## config.mk

```make
export PLATFORM = sky130hd
export DESIGN_NAME = spi_port
export DESIGN_NICKNAME = d
export VERILOG_FILES = /design/src/spi_port_pkg.sv /design/src/pin_sync.sv /design/src/spi_port.sv /design/src/two_entry_buf.sv
export VERILOG_INCLUDE_DIRS = /design/src /design/src/src
export SDC_FILE = /design/constraint.sdc
export NUM_CORES = 1
export LEC_CHECK = 0
export ABC_CLOCK_PERIOD_IN_PS = 3350
export BUFFER_PORTS_ARGS = -buffer_cell sky130_fd_sc_hd__buf_2
export CAP_MARGIN = 30
export CORE_UTILIZATION = 55
export CTS_CLUSTER_DIAMETER = 120
export DETAILED_ROUTE_END_ITERATION = 16
export GPL_TIMING_DRIVEN = 0
export PLACE_DENSITY_LB_ADDON = 0.12
export SYNTH_ARGS = -nofsm -noshare
export SYNTH_HDL_FRONTEND = slang
export SYNTH_SLANG_ARGS = --single-unit
```

## constraint.sdc

```tcl
create_clock -name ref_clk -period 3.35 [get_ports ref_clk]
set_input_delay 0.1675 -clock ref_clk [delete_from_list [all_inputs] [get_ports ref_clk]]
set_output_delay 0.1675 -clock ref_clk [all_outputs]
set_load 0.01 [all_outputs]
```

## src/spi_port_cfg.svh

```systemverilog
// Register offsets, field positions, reset values and counts of the serial port
`ifndef SPI_PORT_CFG_SVH
`define SPI_PORT_CFG_SVH

// Register offsets
`define CFG_OFS        8'h9A
`define DATA_OFS       8'h9B
`define CKR_OFS        8'h9D
`define CTRL_OFS       8'hF8

// Reset values
`define CFG_RST        8'h07
`define CTRL_RST       8'h06
`define CKR_RST        8'h00
`define SYNC_RST       3'h1

// Configuration/status fields
`define CFG_BUSY       7
`define CFG_MASTER_ENABLE      6
`define CFG_PHA        5
`define CFG_POL        4
`define CFG_SEL        3
`define CFG_RAW        2
`define CFG_SHIFT_REG_EMPTY       1
`define CFG_RX_BUFFER_EMPTY      0

// Control fields
`define CTRL_DONE      7
`define CTRL_WRITE_COLLISION_FLAG      6
`define CTRL_MODE_FAULT_FLAG      5
`define CTRL_OVR       4
`define CTRL_SMD_HI    3
`define CTRL_SMD_LO    2
`define CTRL_TX_BUFFER_EMPTY     1
`define CTRL_EN        0

// Counts
`define BIT_LAST       3'h7
`define HALF_LAST_PHA0 5'h0F
`define HALF_LAST_PHA1 5'h10
`define HALF_EDGES     5'h10
`define BUF_DEPTH      2'h2

`endif

```

## src/spi_port_pkg.sv

```systemverilog
// Types shared by the serial port design
package spi_port_pkg;

  typedef enum logic [1:0] {
    SM_3WIRE  = 2'b00,
    SM_4SLAVE = 2'b01,
    SM_MST_LO = 2'b10,
    SM_MST_HI = 2'b11
  } select_mode_t;

  typedef enum logic {
    M_IDLE = 1'b0,
    M_RUN  = 1'b1
  } mst_state_t;

endpackage

```

## src/pin_sync.sv

```systemverilog
// Two-flop synchroniser for the serial clock, data-in and select pins
`timescale 1ns/1ps
`default_nettype none
`include "spi_port_cfg.svh"

module pin_sync (
  // Clock and reset
  input  wire logic       ref_clk,
  input  wire logic       rst_n,
  input  wire logic       ce,
  // Pins in, synchronised out
  input  wire logic [2:0] d,
  output logic      [2:0] q
);

  logic [2:0] s1_r;
  logic [2:0] s2_r;

  always_ff @(posedge ref_clk) begin
    if (!rst_n) begin
      s1_r <= `SYNC_RST;
      s2_r <= `SYNC_RST;
    end else if (ce) begin
      s1_r <= d;
      s2_r <= s1_r;
    end
  end

  assign q = s2_r;

endmodule
`default_nettype wire

```

## src/spi_port.sv

```systemverilog
// Serial port: slave and master shifting, flags, status and register access
`timescale 1ns/1ps
`default_nettype none
`include "spi_port_cfg.svh"

module spi_port
  import spi_port_pkg::*;
(
  // Clock, reset, enable
  input  wire logic       ref_clk,
  input  wire logic       rst_n,
  input  wire logic       ce,
  // Register port
  input  wire logic [7:0] sfr_addr,
  input  wire logic       sfr_wr,
  input  wire logic       sfr_rd,
  input  wire logic [7:0] sfr_wdata,
  output logic      [7:0] sfr_rdata,
  // Flag request
  output logic            irq_req,
  // Serial clock pin
  input  wire logic       sck_i,
  output logic            sck_o,
  output logic            sck_oe,
  // Master-out pin
  input  wire logic       mosi_i,
  output logic            mosi_o,
  output logic            mosi_oe,
  // Master-in pin
  input  wire logic       miso_i,
  output logic            miso_o,
  output logic            miso_oe,
  // Select pin
  input  wire logic       nss_i,
  output logic            nss_o,
  output logic            nss_oe
);

  // Rising-edge sampling when phase equals polarity
  function automatic logic samples_on_rise(input logic pha, input logic pol);
    samples_on_rise = (pha == pol);
  endfunction

  ////////////////////////////////////////////////////////////////////////////
  // Declarations

  localparam logic [7:0] CTRL_RST_V = `CTRL_RST;
  localparam logic [7:0] CFG_RST_V  = `CFG_RST;

  logic [2:0]   sync_q;
  logic         sck_s;
  logic         mosi_s;
  logic         nss_s;
  logic         sck_d_r;
  logic         nss_d_r;
  logic         nss_filt_r;
  logic         port_en_r;
  logic         master_r;
  logic         pha_r;
  logic         pol_r;
  select_mode_t smd_r;
  logic [7:0]   div_r;
  logic         done_f_r;
  logic         write_collision_flag_r;
  logic         mode_fault_flag_r;
  logic         ovr_r;
  logic [7:0]   sr_r;
  logic [2:0]   cnt_r;
  logic         out_bit_r;
  logic         shift_reg_empty_r;
  logic         tx_full_r;
  logic [7:0]   tx_r;
  mst_state_t   mst_st_r;
  logic [7:0]   div_cnt_r;
  logic [4:0]   half_r;
  logic         sck_lvl_r;
  logic         pend_r;
  logic [7:0]   rdata_r;
  logic         wr_ctrl;
  logic         wr_cfg;
  logic         wr_ckr;
  logic         wr_data;
  logic         rd_data;
  logic         sck_rise;
  logic         sck_fall;
  logic         nss_fall;
  logic         slave_sel;
  logic         smp_edge;
  logic         sft_edge;
  logic         slv_done;
  logic         mst_term;
  logic         mst_last;
  logic         mst_done;
  logic         mst_start;
  logic         slv_load;
  logic         tx_take;
  logic         byte_done;
  logic [7:0]   byte_val;
  logic         mode_fault_flag_ev;
  logic         rx_in_ready;
  logic         rx_out_valid;
  logic [7:0]   rx_out_data;
  logic         busy;

  ////////////////////////////////////////////////////////////////////////////
  // Pin synchronisation and edge detection

  pin_sync u_sync (
    .ref_clk (ref_clk),
    .rst_n   (rst_n),
    .ce      (ce),
    .d       ({sck_i, mosi_i, nss_i}),
    .q       (sync_q)
  );

  assign sck_s  = sync_q[2];
  assign mosi_s = sync_q[1];
  assign nss_s  = sync_q[0];

  always_ff @(posedge ref_clk) begin
    if (!rst_n) begin
      sck_d_r    <= 1'b0;
      nss_d_r    <= 1'b1;
      nss_filt_r <= 1'b1;
    end else if (ce) begin
      sck_d_r <= sck_s;
      nss_d_r <= nss_s;
      // Two agreeing samples filter single-cycle glitches
      if (nss_s == nss_d_r) begin
        nss_filt_r <= nss_s;
      end
    end
  end

  assign sck_rise = sck_s & ~sck_d_r;
  assign sck_fall = ~sck_s & sck_d_r;
  assign nss_fall = ~nss_s & nss_d_r;

  ////////////////////////////////////////////////////////////////////////////
  // Mode decode and byte events

  assign slave_sel = port_en_r & ~master_r &
                     ((smd_r == SM_3WIRE) | ((smd_r == SM_4SLAVE) & ~nss_s));
  assign smp_edge  = slave_sel & (samples_on_rise(pha_r, pol_r) ? sck_rise : sck_fall);
  assign sft_edge  = slave_sel & (samples_on_rise(pha_r, pol_r) ? sck_fall : sck_rise);
  assign slv_done  = smp_edge & (cnt_r == `BIT_LAST);

  assign mst_term  = (mst_st_r == M_RUN) & (div_cnt_r == div_r);
  assign mst_last  = (half_r == (pha_r ? `HALF_LAST_PHA1 : `HALF_LAST_PHA0));
  assign mst_done  = mst_term & mst_last;
  assign mst_start = port_en_r & master_r & (mst_st_r == M_IDLE) & tx_full_r &
                     rx_in_ready;
  assign slv_load  = port_en_r & ~master_r & tx_full_r &
                     ((shift_reg_empty_r & (cnt_r == 3'h0) & ~smp_edge) | slv_done);
  assign tx_take   = mst_start | slv_load;

  assign byte_done = slv_done | mst_done;
  assign byte_val  = {sr_r[6:0], (slv_done ? mosi_s : miso_i)};
  assign mode_fault_flag_ev   = port_en_r & master_r & (smd_r == SM_4SLAVE) & ~nss_s;

  ////////////////////////////////////////////////////////////////////////////
  // Register access strobes

  assign wr_ctrl = ce & sfr_wr & (sfr_addr == `CTRL_OFS);
  assign wr_cfg  = ce & sfr_wr & (sfr_addr == `CFG_OFS);
  assign wr_ckr  = ce & sfr_wr & (sfr_addr == `CKR_OFS);
  assign wr_data = ce & sfr_wr & (sfr_addr == `DATA_OFS);
  assign rd_data = ce & sfr_rd & (sfr_addr == `DATA_OFS);

  ////////////////////////////////////////////////////////////////////////////
  // Control and configuration registers

  always_ff @(posedge ref_clk) begin
    if (!rst_n) begin
      port_en_r <= CTRL_RST_V[`CTRL_EN];
      smd_r     <= select_mode_t'(CTRL_RST_V[`CTRL_SMD_HI:`CTRL_SMD_LO]);
      master_r  <= CFG_RST_V[`CFG_MASTER_ENABLE];
      pha_r     <= CFG_RST_V[`CFG_PHA];
      pol_r     <= CFG_RST_V[`CFG_POL];
      div_r     <= `CKR_RST;
    end else if (ce) begin
      if (wr_ctrl) begin
        port_en_r <= sfr_wdata[`CTRL_EN];
        smd_r     <= select_mode_t'(sfr_wdata[`CTRL_SMD_HI:`CTRL_SMD_LO]);
      end
      if (wr_cfg) begin
        master_r <= sfr_wdata[`CFG_MASTER_ENABLE];
        pha_r    <= sfr_wdata[`CFG_PHA];
        pol_r    <= sfr_wdata[`CFG_POL];
      end
      if (wr_ckr) begin
        div_r <= sfr_wdata;
      end
      // Fault overrides a software write in the same cycle
      if (mode_fault_flag_ev) begin
        master_r  <= 1'b0;
        port_en_r <= 1'b0;
      end
    end
  end

  ////////////////////////////////////////////////////////////////////////////
  // Sticky flags: hardware set wins over a software clear

  always_ff @(posedge ref_clk) begin
    if (!rst_n) begin
      done_f_r <= 1'b0;
      write_collision_flag_r   <= 1'b0;
      mode_fault_flag_r   <= 1'b0;
      ovr_r    <= 1'b0;
    end else if (ce) begin
      done_f_r <= byte_done | (wr_ctrl ? sfr_wdata[`CTRL_DONE] : done_f_r);
      write_collision_flag_r   <= (wr_data & tx_full_r & ~tx_take) |
                  (wr_ctrl ? sfr_wdata[`CTRL_WRITE_COLLISION_FLAG] : write_collision_flag_r);
      mode_fault_flag_r   <= mode_fault_flag_ev | (wr_ctrl ? sfr_wdata[`CTRL_MODE_FAULT_FLAG] : mode_fault_flag_r);
      ovr_r    <= (slv_done & ~rx_in_ready) |
                  (wr_ctrl ? sfr_wdata[`CTRL_OVR] : ovr_r);
    end
  end

  assign irq_req = done_f_r | write_collision_flag_r | mode_fault_flag_r | ovr_r;

  ////////////////////////////////////////////////////////////////////////////
  // Transmit buffer

  always_ff @(posedge ref_clk) begin
    if (!rst_n) begin
      tx_full_r <= 1'b0;
      tx_r      <= 8'h00;
    end else if (ce) begin
      if (wr_data && (!tx_full_r || tx_take)) begin
        tx_r      <= sfr_wdata;
        tx_full_r <= 1'b1;
      end else if (tx_take) begin
        tx_full_r <= 1'b0;
      end
    end
  end

  ////////////////////////////////////////////////////////////////////////////
  // Shift path: slave counter, shifter shared with the master, and slave outgoing bit

  always_ff @(posedge ref_clk) begin
    if (!rst_n) begin
      cnt_r <= 3'h0;
    end else if (ce) begin
      if (!port_en_r) begin
        cnt_r <= 3'h0;
      end else if ((smd_r == SM_4SLAVE) && nss_fall) begin
        cnt_r <= 3'h0;
      end else if (smp_edge) begin
        cnt_r <= cnt_r + 3'h1;
      end
    end
  end

  always_ff @(posedge ref_clk) begin
    if (!rst_n) begin
      sr_r      <= 8'h00;
      out_bit_r <= 1'b0;
    end else if (ce) begin
      if (tx_take) begin
        sr_r      <= tx_r;
        out_bit_r <= tx_r[7];
      end else if (mst_term && pend_r) begin
        // Capture in the cycle of the next shifting edge, div_r+1 clocks after sampling, for slave settling
        sr_r <= {sr_r[6:0], miso_i};
      end else if (smp_edge) begin
        sr_r <= {sr_r[6:0], mosi_s};
      end else if (sft_edge) begin
        out_bit_r <= sr_r[7];
      end
    end
  end

  always_ff @(posedge ref_clk) begin
    if (!rst_n) begin
      shift_reg_empty_r <= 1'b1;
    end else if (ce) begin
      if (slv_done && !tx_full_r) begin
        shift_reg_empty_r <= 1'b1;
        // A phase-0 trailing shift edge closes a byte, it starts none
      end else if (slv_load || smp_edge || (sft_edge && pha_r)) begin
        shift_reg_empty_r <= 1'b0;
      end
    end
  end

  ////////////////////////////////////////////////////////////////////////////
  // Master sequencer: divider, half-period count, sample tracking

  always_ff @(posedge ref_clk) begin
    if (!rst_n) begin
      mst_st_r  <= M_IDLE;
      div_cnt_r <= 8'h00;
      half_r    <= 5'h00;
      sck_lvl_r <= 1'b0;
      pend_r    <= 1'b0;
    end else if (ce) begin
      unique case (mst_st_r)
        M_IDLE: begin
          div_cnt_r <= 8'h00;
          half_r    <= 5'h00;
          sck_lvl_r <= 1'b0;
          pend_r    <= 1'b0;
          if (mst_start) begin
            mst_st_r <= M_RUN;
          end
        end
        M_RUN: begin
          if (mode_fault_flag_ev) begin
            mst_st_r <= M_IDLE;
          end else if (mst_term) begin
            div_cnt_r <= 8'h00;
            half_r    <= half_r + 5'h01;
            if (half_r < `HALF_EDGES) begin
              sck_lvl_r <= ~sck_lvl_r;
            end
            // Sampling edges are the odd ones for phase 0, even ones for phase 1
            pend_r <= (half_r < `HALF_EDGES) & (half_r[0] == pha_r);
            if (mst_last) begin
              mst_st_r <= M_IDLE;
            end
          end else begin
            div_cnt_r <= div_cnt_r + 8'h01;
          end
        end
      endcase
    end
  end

  ////////////////////////////////////////////////////////////////////////////
  // Receive buffer; the master waits for room, the slave reports overrun

  two_entry_buf u_rx_buf (
    .ref_clk   (ref_clk),
    .rst_n     (rst_n),
    .ce        (ce),
    .in_valid  (byte_done),
    .in_ready  (rx_in_ready),
    .in_data   (byte_val),
    .out_valid (rx_out_valid),
    .out_ready (rd_data),
    .out_data  (rx_out_data)
  );

  ////////////////////////////////////////////////////////////////////////////
  // Read-back

  assign busy = (mst_st_r == M_RUN) | (slave_sel & (cnt_r != 3'h0));

  always_ff @(posedge ref_clk) begin
    if (!rst_n) begin
      rdata_r <= 8'h00;
    end else if (ce && sfr_rd) begin
      unique case (sfr_addr)
        `CFG_OFS: begin
          rdata_r <= {busy, master_r, pha_r, pol_r,
                      ~nss_filt_r,
                      nss_i,
                      master_r | shift_reg_empty_r,
                      master_r | ~rx_out_valid};
        end
        `CTRL_OFS: begin
          rdata_r <= {done_f_r, write_collision_flag_r, mode_fault_flag_r, ovr_r, smd_r,
                      ~tx_full_r, port_en_r};
        end
        `DATA_OFS: begin
          rdata_r <= rx_out_data;
        end
        `CKR_OFS: begin
          rdata_r <= div_r;
        end
        default: begin
          rdata_r <= 8'h00;
        end
      endcase
    end
  end

  assign sfr_rdata = rdata_r;

  ////////////////////////////////////////////////////////////////////////////
  // Pin drivers

  assign sck_o   = pol_r ^ sck_lvl_r;
  assign sck_oe  = port_en_r & master_r;
  assign mosi_o  = sr_r[7];
  assign mosi_oe = port_en_r & master_r;
  assign miso_o  = out_bit_r;
  assign miso_oe = slave_sel;
  assign nss_o   = smd_r[0];
  assign nss_oe  = port_en_r & master_r & smd_r[1];

endmodule
`default_nettype wire

```

## src/two_entry_buf.sv

```systemverilog
// Two-entry byte buffer with valid/ready on both sides
`timescale 1ns/1ps
`default_nettype none
`include "spi_port_cfg.svh"

module two_entry_buf (
  // Clock and reset
  input  wire logic       ref_clk,
  input  wire logic       rst_n,
  input  wire logic       ce,
  // Fill side
  input  wire logic       in_valid,
  output logic            in_ready,
  input  wire logic [7:0] in_data,
  // Drain side
  output logic            out_valid,
  input  wire logic       out_ready,
  output logic      [7:0] out_data
);

  logic [7:0] mem_r [0:1];
  logic       wr_ptr_r;
  logic       rd_ptr_r;
  logic [1:0] cnt_r;
  logic       push;
  logic       pop;

  assign in_ready  = (cnt_r != `BUF_DEPTH);
  assign out_valid = (cnt_r != 2'h0);
  assign push      = in_valid & in_ready;
  assign pop       = out_valid & out_ready;
  assign out_data  = mem_r[rd_ptr_r];

  always_ff @(posedge ref_clk) begin
    if (!rst_n) begin
      mem_r[0] <= 8'h00;
      mem_r[1] <= 8'h00;
      wr_ptr_r <= 1'b0;
    end else if (ce && push) begin
      mem_r[wr_ptr_r] <= in_data;
      wr_ptr_r        <= ~wr_ptr_r;
    end
  end

  always_ff @(posedge ref_clk) begin
    if (!rst_n) begin
      rd_ptr_r <= 1'b0;
      cnt_r    <= 2'h0;
    end else if (ce) begin
      if (pop) begin
        rd_ptr_r <= ~rd_ptr_r;
      end
      if (push && !pop) begin
        cnt_r <= cnt_r + 2'h1;
      end else if (pop && !push) begin
        cnt_r <= cnt_r - 2'h1;
      end
    end
  end

endmodule
`default_nettype wire

```

=== After elaboration in Yosys (flattened, before gate mapping) ===
Memories as Yosys holds them, arrays and structs flattened. A register that Yosys moved wholly into a read port is not among the register bits.
Cells that the tools add are included.

* Flip-flop bits (word level): 77
* Memory bits (writable): 16
* Output and inout bits: 17
* Memories kept: 1

{| class="wikitable"
|+ Memory list
! memory !! words !! bits a word !! rd ports !! clocked after Yosys merged registers in !! wr ports !! RTL line !! RTL
|-
| u_rx_buf.mem_r || 2 || 8 || 1 || 1 || 2 || two_entry_buf.sv:21 || <nowiki>logic [7:0] mem_r [0:1];</nowiki>
|}

* Add/sub/neg operators: 5
* Magnitude comparators: 1
* Eq/ne operators: 18
* Muxes and demuxes: 56
* Bitwise gates (word level): 65
* Reduce and logical (&&, ||, !) cells: 44

{| class="wikitable"
|+ Operators with widths
! kind !! number
|-
| $mux W8 || 6
|-
| $and A1 B1 Y1 || 36
|-
| $mux W1 || 36
|-
| $eq A8 B8 Y1 const B || 4
|-
| $pmux W8 S4 || 1
|-
| $reduce_and A2 Y1 || 14
|-
| $pmux W8 S2 || 1
|-
| $mux W5 || 3
|-
| $not A1 Y1 || 14
|-
| $or A1 B1 Y1 || 14
|-
| $reduce_bool A2 Y1 || 7
|-
| $pmux W5 S2 || 1
|-
| $logic_and A1 B1 Y1 || 9
|-
| $mux W3 || 3
|-
| $add A8 B1 Y8 const B || 1
|-
| $eq A8 B8 Y1 || 1
|-
| $reduce_and A4 Y1 || 2
|-
| $reduce_or A8 Y1 || 1
|-
| $ne A2 B1 Y1 const B || 3
|-
| $ne A2 B2 Y1 const B || 3
|-
| $pmux W1 S2 || 3
|-
| $reduce_bool A3 Y1 || 2
|-
| $add A5 B1 Y5 const B || 1
|-
| $eq A5 B5 Y1 || 1
|-
| 15 further kinds || 22
|}

=== Depth between registers and ports, before layout ===
* Depth in word-level cells: 14
* Mapped depth: 11

=== Cells and area by module ===
A second synthesis with hierarchy kept.

* Cell total of the unflattened synthesis: 482
* Area total of the unflattened synthesis: 4,667.0 µm²

{| class="wikitable"
|+ Modules (own cells, without submodules)
! module !! instances !! cells each !! area an instance (µm²)
|-
| spi_port || 1 || 392 || 3,480.8
|-
| two_entry_buf || 1 || 71 || 962.2
|-
| pin_sync || 1 || 19 || 224.0
|}

=== Worst setup path before layout ===
Ideal clock, no wire load.

* Path kind: register -> register
* From: register half_r[0]
* To: memory u_rx_buf.mem_r[1][0], enable pin
* Arrival: 2.368 ns
* Data required time: 2.966 ns
* Path slack: 0.598 ns
* Stages on the path, launching flop included: 6
* Clock period less this slack: 2.752 ns
* Cells stage by stage: dfxtp_1 > nand3_2 > or4b_4 > a2111oi_4 > o221ai_4 > o21ai_0

{| class="wikitable"
|+ RTL lines
! what !! RTL line !! RTL
|-
| start, declared || spi_port.sv:75 || <nowiki>logic [4:0] half_r;</nowiki>
|-
| start signal, assigned || spi_port.sv:315 || <nowiki>half_r <= half_r + 5'h01;</nowiki>
|-
| end, declared || two_entry_buf.sv:21 ||
|}

==> impl_metrics.env <==
export IMPL_grt_max_degree=17
export IMPL_synth_distinct_cells=58
export IMPL_slew_headroom_pct=37.7
export IMPL_cts_repair_resized=0
export IMPL_htree_levels=3
export IMPL_firstDrtPassIters=5
export IMPL_coreArea_um2=7850
export IMPL_synth_cells=503
export IMPL_ys_ff_latch=94
export IMPL_numPortBuffers=40
export IMPL_finalWirelength_mm=11.5
export IMPL_synth_top_cell_area_share_pct=34.4
export IMPL_finalSetupViolCount=0
export IMPL_post_cts_setup_buffers=0
export IMPL_grt_pass1_vias=3609
export IMPL_ys_seq_area_share_pct=45.0
export IMPL_grt_usage_pct=27.8
export IMPL_antenna_left=0
export IMPL_cts_tree="done"
export IMPL_place_hpwl_mm=8.70
export IMPL_syn_area_um2=4540
export IMPL_critPathMaxStageDelay_ns=0.55
export IMPL_placed_cells=648
export IMPL_async_flop_share_pct=0
export IMPL_worstPathArrival_ns=2.98
export IMPL_yosysMostFrequentCell="dfxtp_1"
export IMPL_required_ns=3.43
export IMPL_dieArea_um2=8620
export IMPL_syn_num_nets=535
export IMPL_gp_congestion=0.882
export IMPL_maxCapViolations=0
export IMPL_cp_max_fo=7
export IMPL_crit_type="reg -> reg"
export IMPL_crit_slowest_cell="or4b_4"
export IMPL_vias=3937
export IMPL_fin_nets=589
export IMPL_syn_area_per_cell_um2=9.02
export IMPL_grt_pass1_wl_mm=18.1
export IMPL_avgViaCountPerCell=5.93
export IMPL_root_buffer="clkbuf_8"
export IMPL_rows=32
export IMPL_drive_above_1_share_pct=13.7
export IMPL_synth_area_top_cells="dfxtp_1 34%, edfxtp_1 11%, mux2i_1 7.9%"
export IMPL_ios=42
export IMPL_tns_ns=0
export IMPL_hold_buffers=0
export IMPL_worstMarginPinSlew_ns=0.927
export IMPL_maxSlewViolCount=0
export IMPL_areaGrowthSynthToFinish_pct=12.4
export IMPL_floorplan_initialDensity_pct=57.8
export IMPL_dieHeight_um=92.9
export IMPL_cp_start_kind="flop"
export IMPL_hold_class="in -> reg"
export IMPL_rrSetupSlack_ns=0.45
export IMPL_fin_cells=664
export IMPL_yosys_top_cells_count="78 x dfxtp_1, 67 x nand2_1, 38 x nor2_1"
export IMPL_ir_drop_mv=0.201
export IMPL_cp_cell_sequence="nand3_2 > or4b_4 > a2111oi_4 > o221ai_4 > o21ai_0 > buf_2"
export IMPL_cts_buffers=9
export IMPL_min_period_ns=2.90
export IMPL_dominantRegCellSynth="dfxtp_1"
export IMPL_routedWlPerCell_um=17.4
export IMPL_outcome="finished clean"
export IMPL_yosys_area_top_type="dfxtp_1"
export IMPL_yosysWarnings=0
export IMPL_path_clk_slew_ns=0.10
export IMPL_hold_viol=0
export IMPL_fp_dieW_um=92.9
export IMPL_reg2reg_depth=6
export IMPL_p_total_mw=2.15
export IMPL_first_iter_violations=277
export IMPL_grt_ovfl_total=0
export IMPL_end_kind="flop"
export IMPL_drc=0
export IMPL_n_antenna_cell=0
export IMPL_p_leak_nw=1.92
export IMPL_finalClockSkew_ns=0.0132
export IMPL_clk_latency_ns=0.37
export IMPL_clk_path_buf_depth=2
export IMPL_min_path_cells=3
export IMPL_clock_sinks=94
export IMPL_power_density_nw_per_um2=421
export IMPL_synth_edff_count=16
export IMPL_period_share_pct=86.5
export IMPL_grt_antenna_before_repair=0
export IMPL_grt_setup_unrepaired="false"
export IMPL_fmax_ghz=0.345
## cell type report
| cell class | count | area (um^2) |
|---|---|---|
| Buffer | 27 | 110 |
| Clock buffer | 9 | 124 |
| Clock inverter | 7 | 97.6 |
| Fill cell | 684 | 2740 |
| Inverter | 15 | 56.3 |
| Multi-Input combinational cell | 367 | 2330 |
| Sequential cell | 94 | 2040 |
| Tap cell | 102 | 128 |
| Timing Repair Buffer | 43 | 215 |
## power by group
part           total (mW)  internal, mW  switching (mW)
combinational       0.128        0.0427          0.0855
sequential           1.18          1.17          0.0114
clock               0.843         0.423           0.420
## cell families after synthesis
family | share of synthesized area, %
DFF | 45.0
xor gates and xnor gates | 4.82
and+or+nand+nor | 21.4
AOI/OAI and AO/OA | 15.0
muxes | 8.19
adders and majority gates | 1.93
buffers and inverters | 3.67
## final timing paths
kind | from | end
worst min register to register | tx_r[2] | tx_r[2]
worst max register to register | half_r[0] | u_rx_buf.mem_r[0][6]
worst max-delay path | half_r[0] | u_rx_buf.mem_r[0][6]
worst min-delay path | mosi_i | u_sync.s1_r[1]
## per-stage QoR
| step | worst slack [ns] | hold WS, ns | utilization, % | area (um^2) |
|---|---|---|---|---|
| after floorplan | 0.598 | 0.292 | - | 4540 |
| after global placement | 0.242 | 0.404 | 62.0 | 4870 |
| after detailed placement | 0.492 | 0.413 | 62.2 | 4880 |
| after CTS | 0.465 | 0.0264 | 65.0 | 5100 |
| after global routing | 0.279 | 0.0376 | 65.0 | 5100 |
| final | 0.452 | 0.0208 | 65.0 | 5100 |
## sequential cells by signal (all words and copies together), names as in the netlist, 2 cells and up, named ones only
| name | flops |
|---|---|
| u_rx_buf.mem_r | 16 |
| div_cnt_r | 8 |
| div_r | 8 |
| sfr_rdata | 8 |
| sr_r | 8 |
| tx_r | 8 |
| half_r | 5 |
| cnt_r | 3 |
| u_sync.q | 3 |
| u_sync.s1_r | 3 |
| smd_r | 2 |
| u_rx_buf.cnt_r | 2 |
## metal layers
layer  vias up  track usage (%)  routed length [um]
met1      1871             36.4                5090
met4         0             8.97                 161
met2       164             44.9                5370
met5         -                0                   0
met3        16             6.81                 922
li1       1886                -                   -
## cells in the final DEF (no fill, tap or decap), drive strengths merged, types with 13 or more instances in the layout
cell type / count
inv: 16
a21oi: 33
and2: 19
nand2: 67
clkbuf: 32
edfxtp: 16
mux2i: 36
nor2: 39
nand3: 20
o21ai: 33
dfxtp: 78
buf: 47
xnor2: 13
## worst max-delay path, delay by kind of cell (launching register included)
family                 cells  cell delay [ns]
AND/OR/NAND/NOR            2             0.67
AO/OA/AOI/OAI              3             1.19
flip-flops                 1             0.46
buffers and inverters      1             0.27
Note: power is estimated with default switching activity, not from simulation.
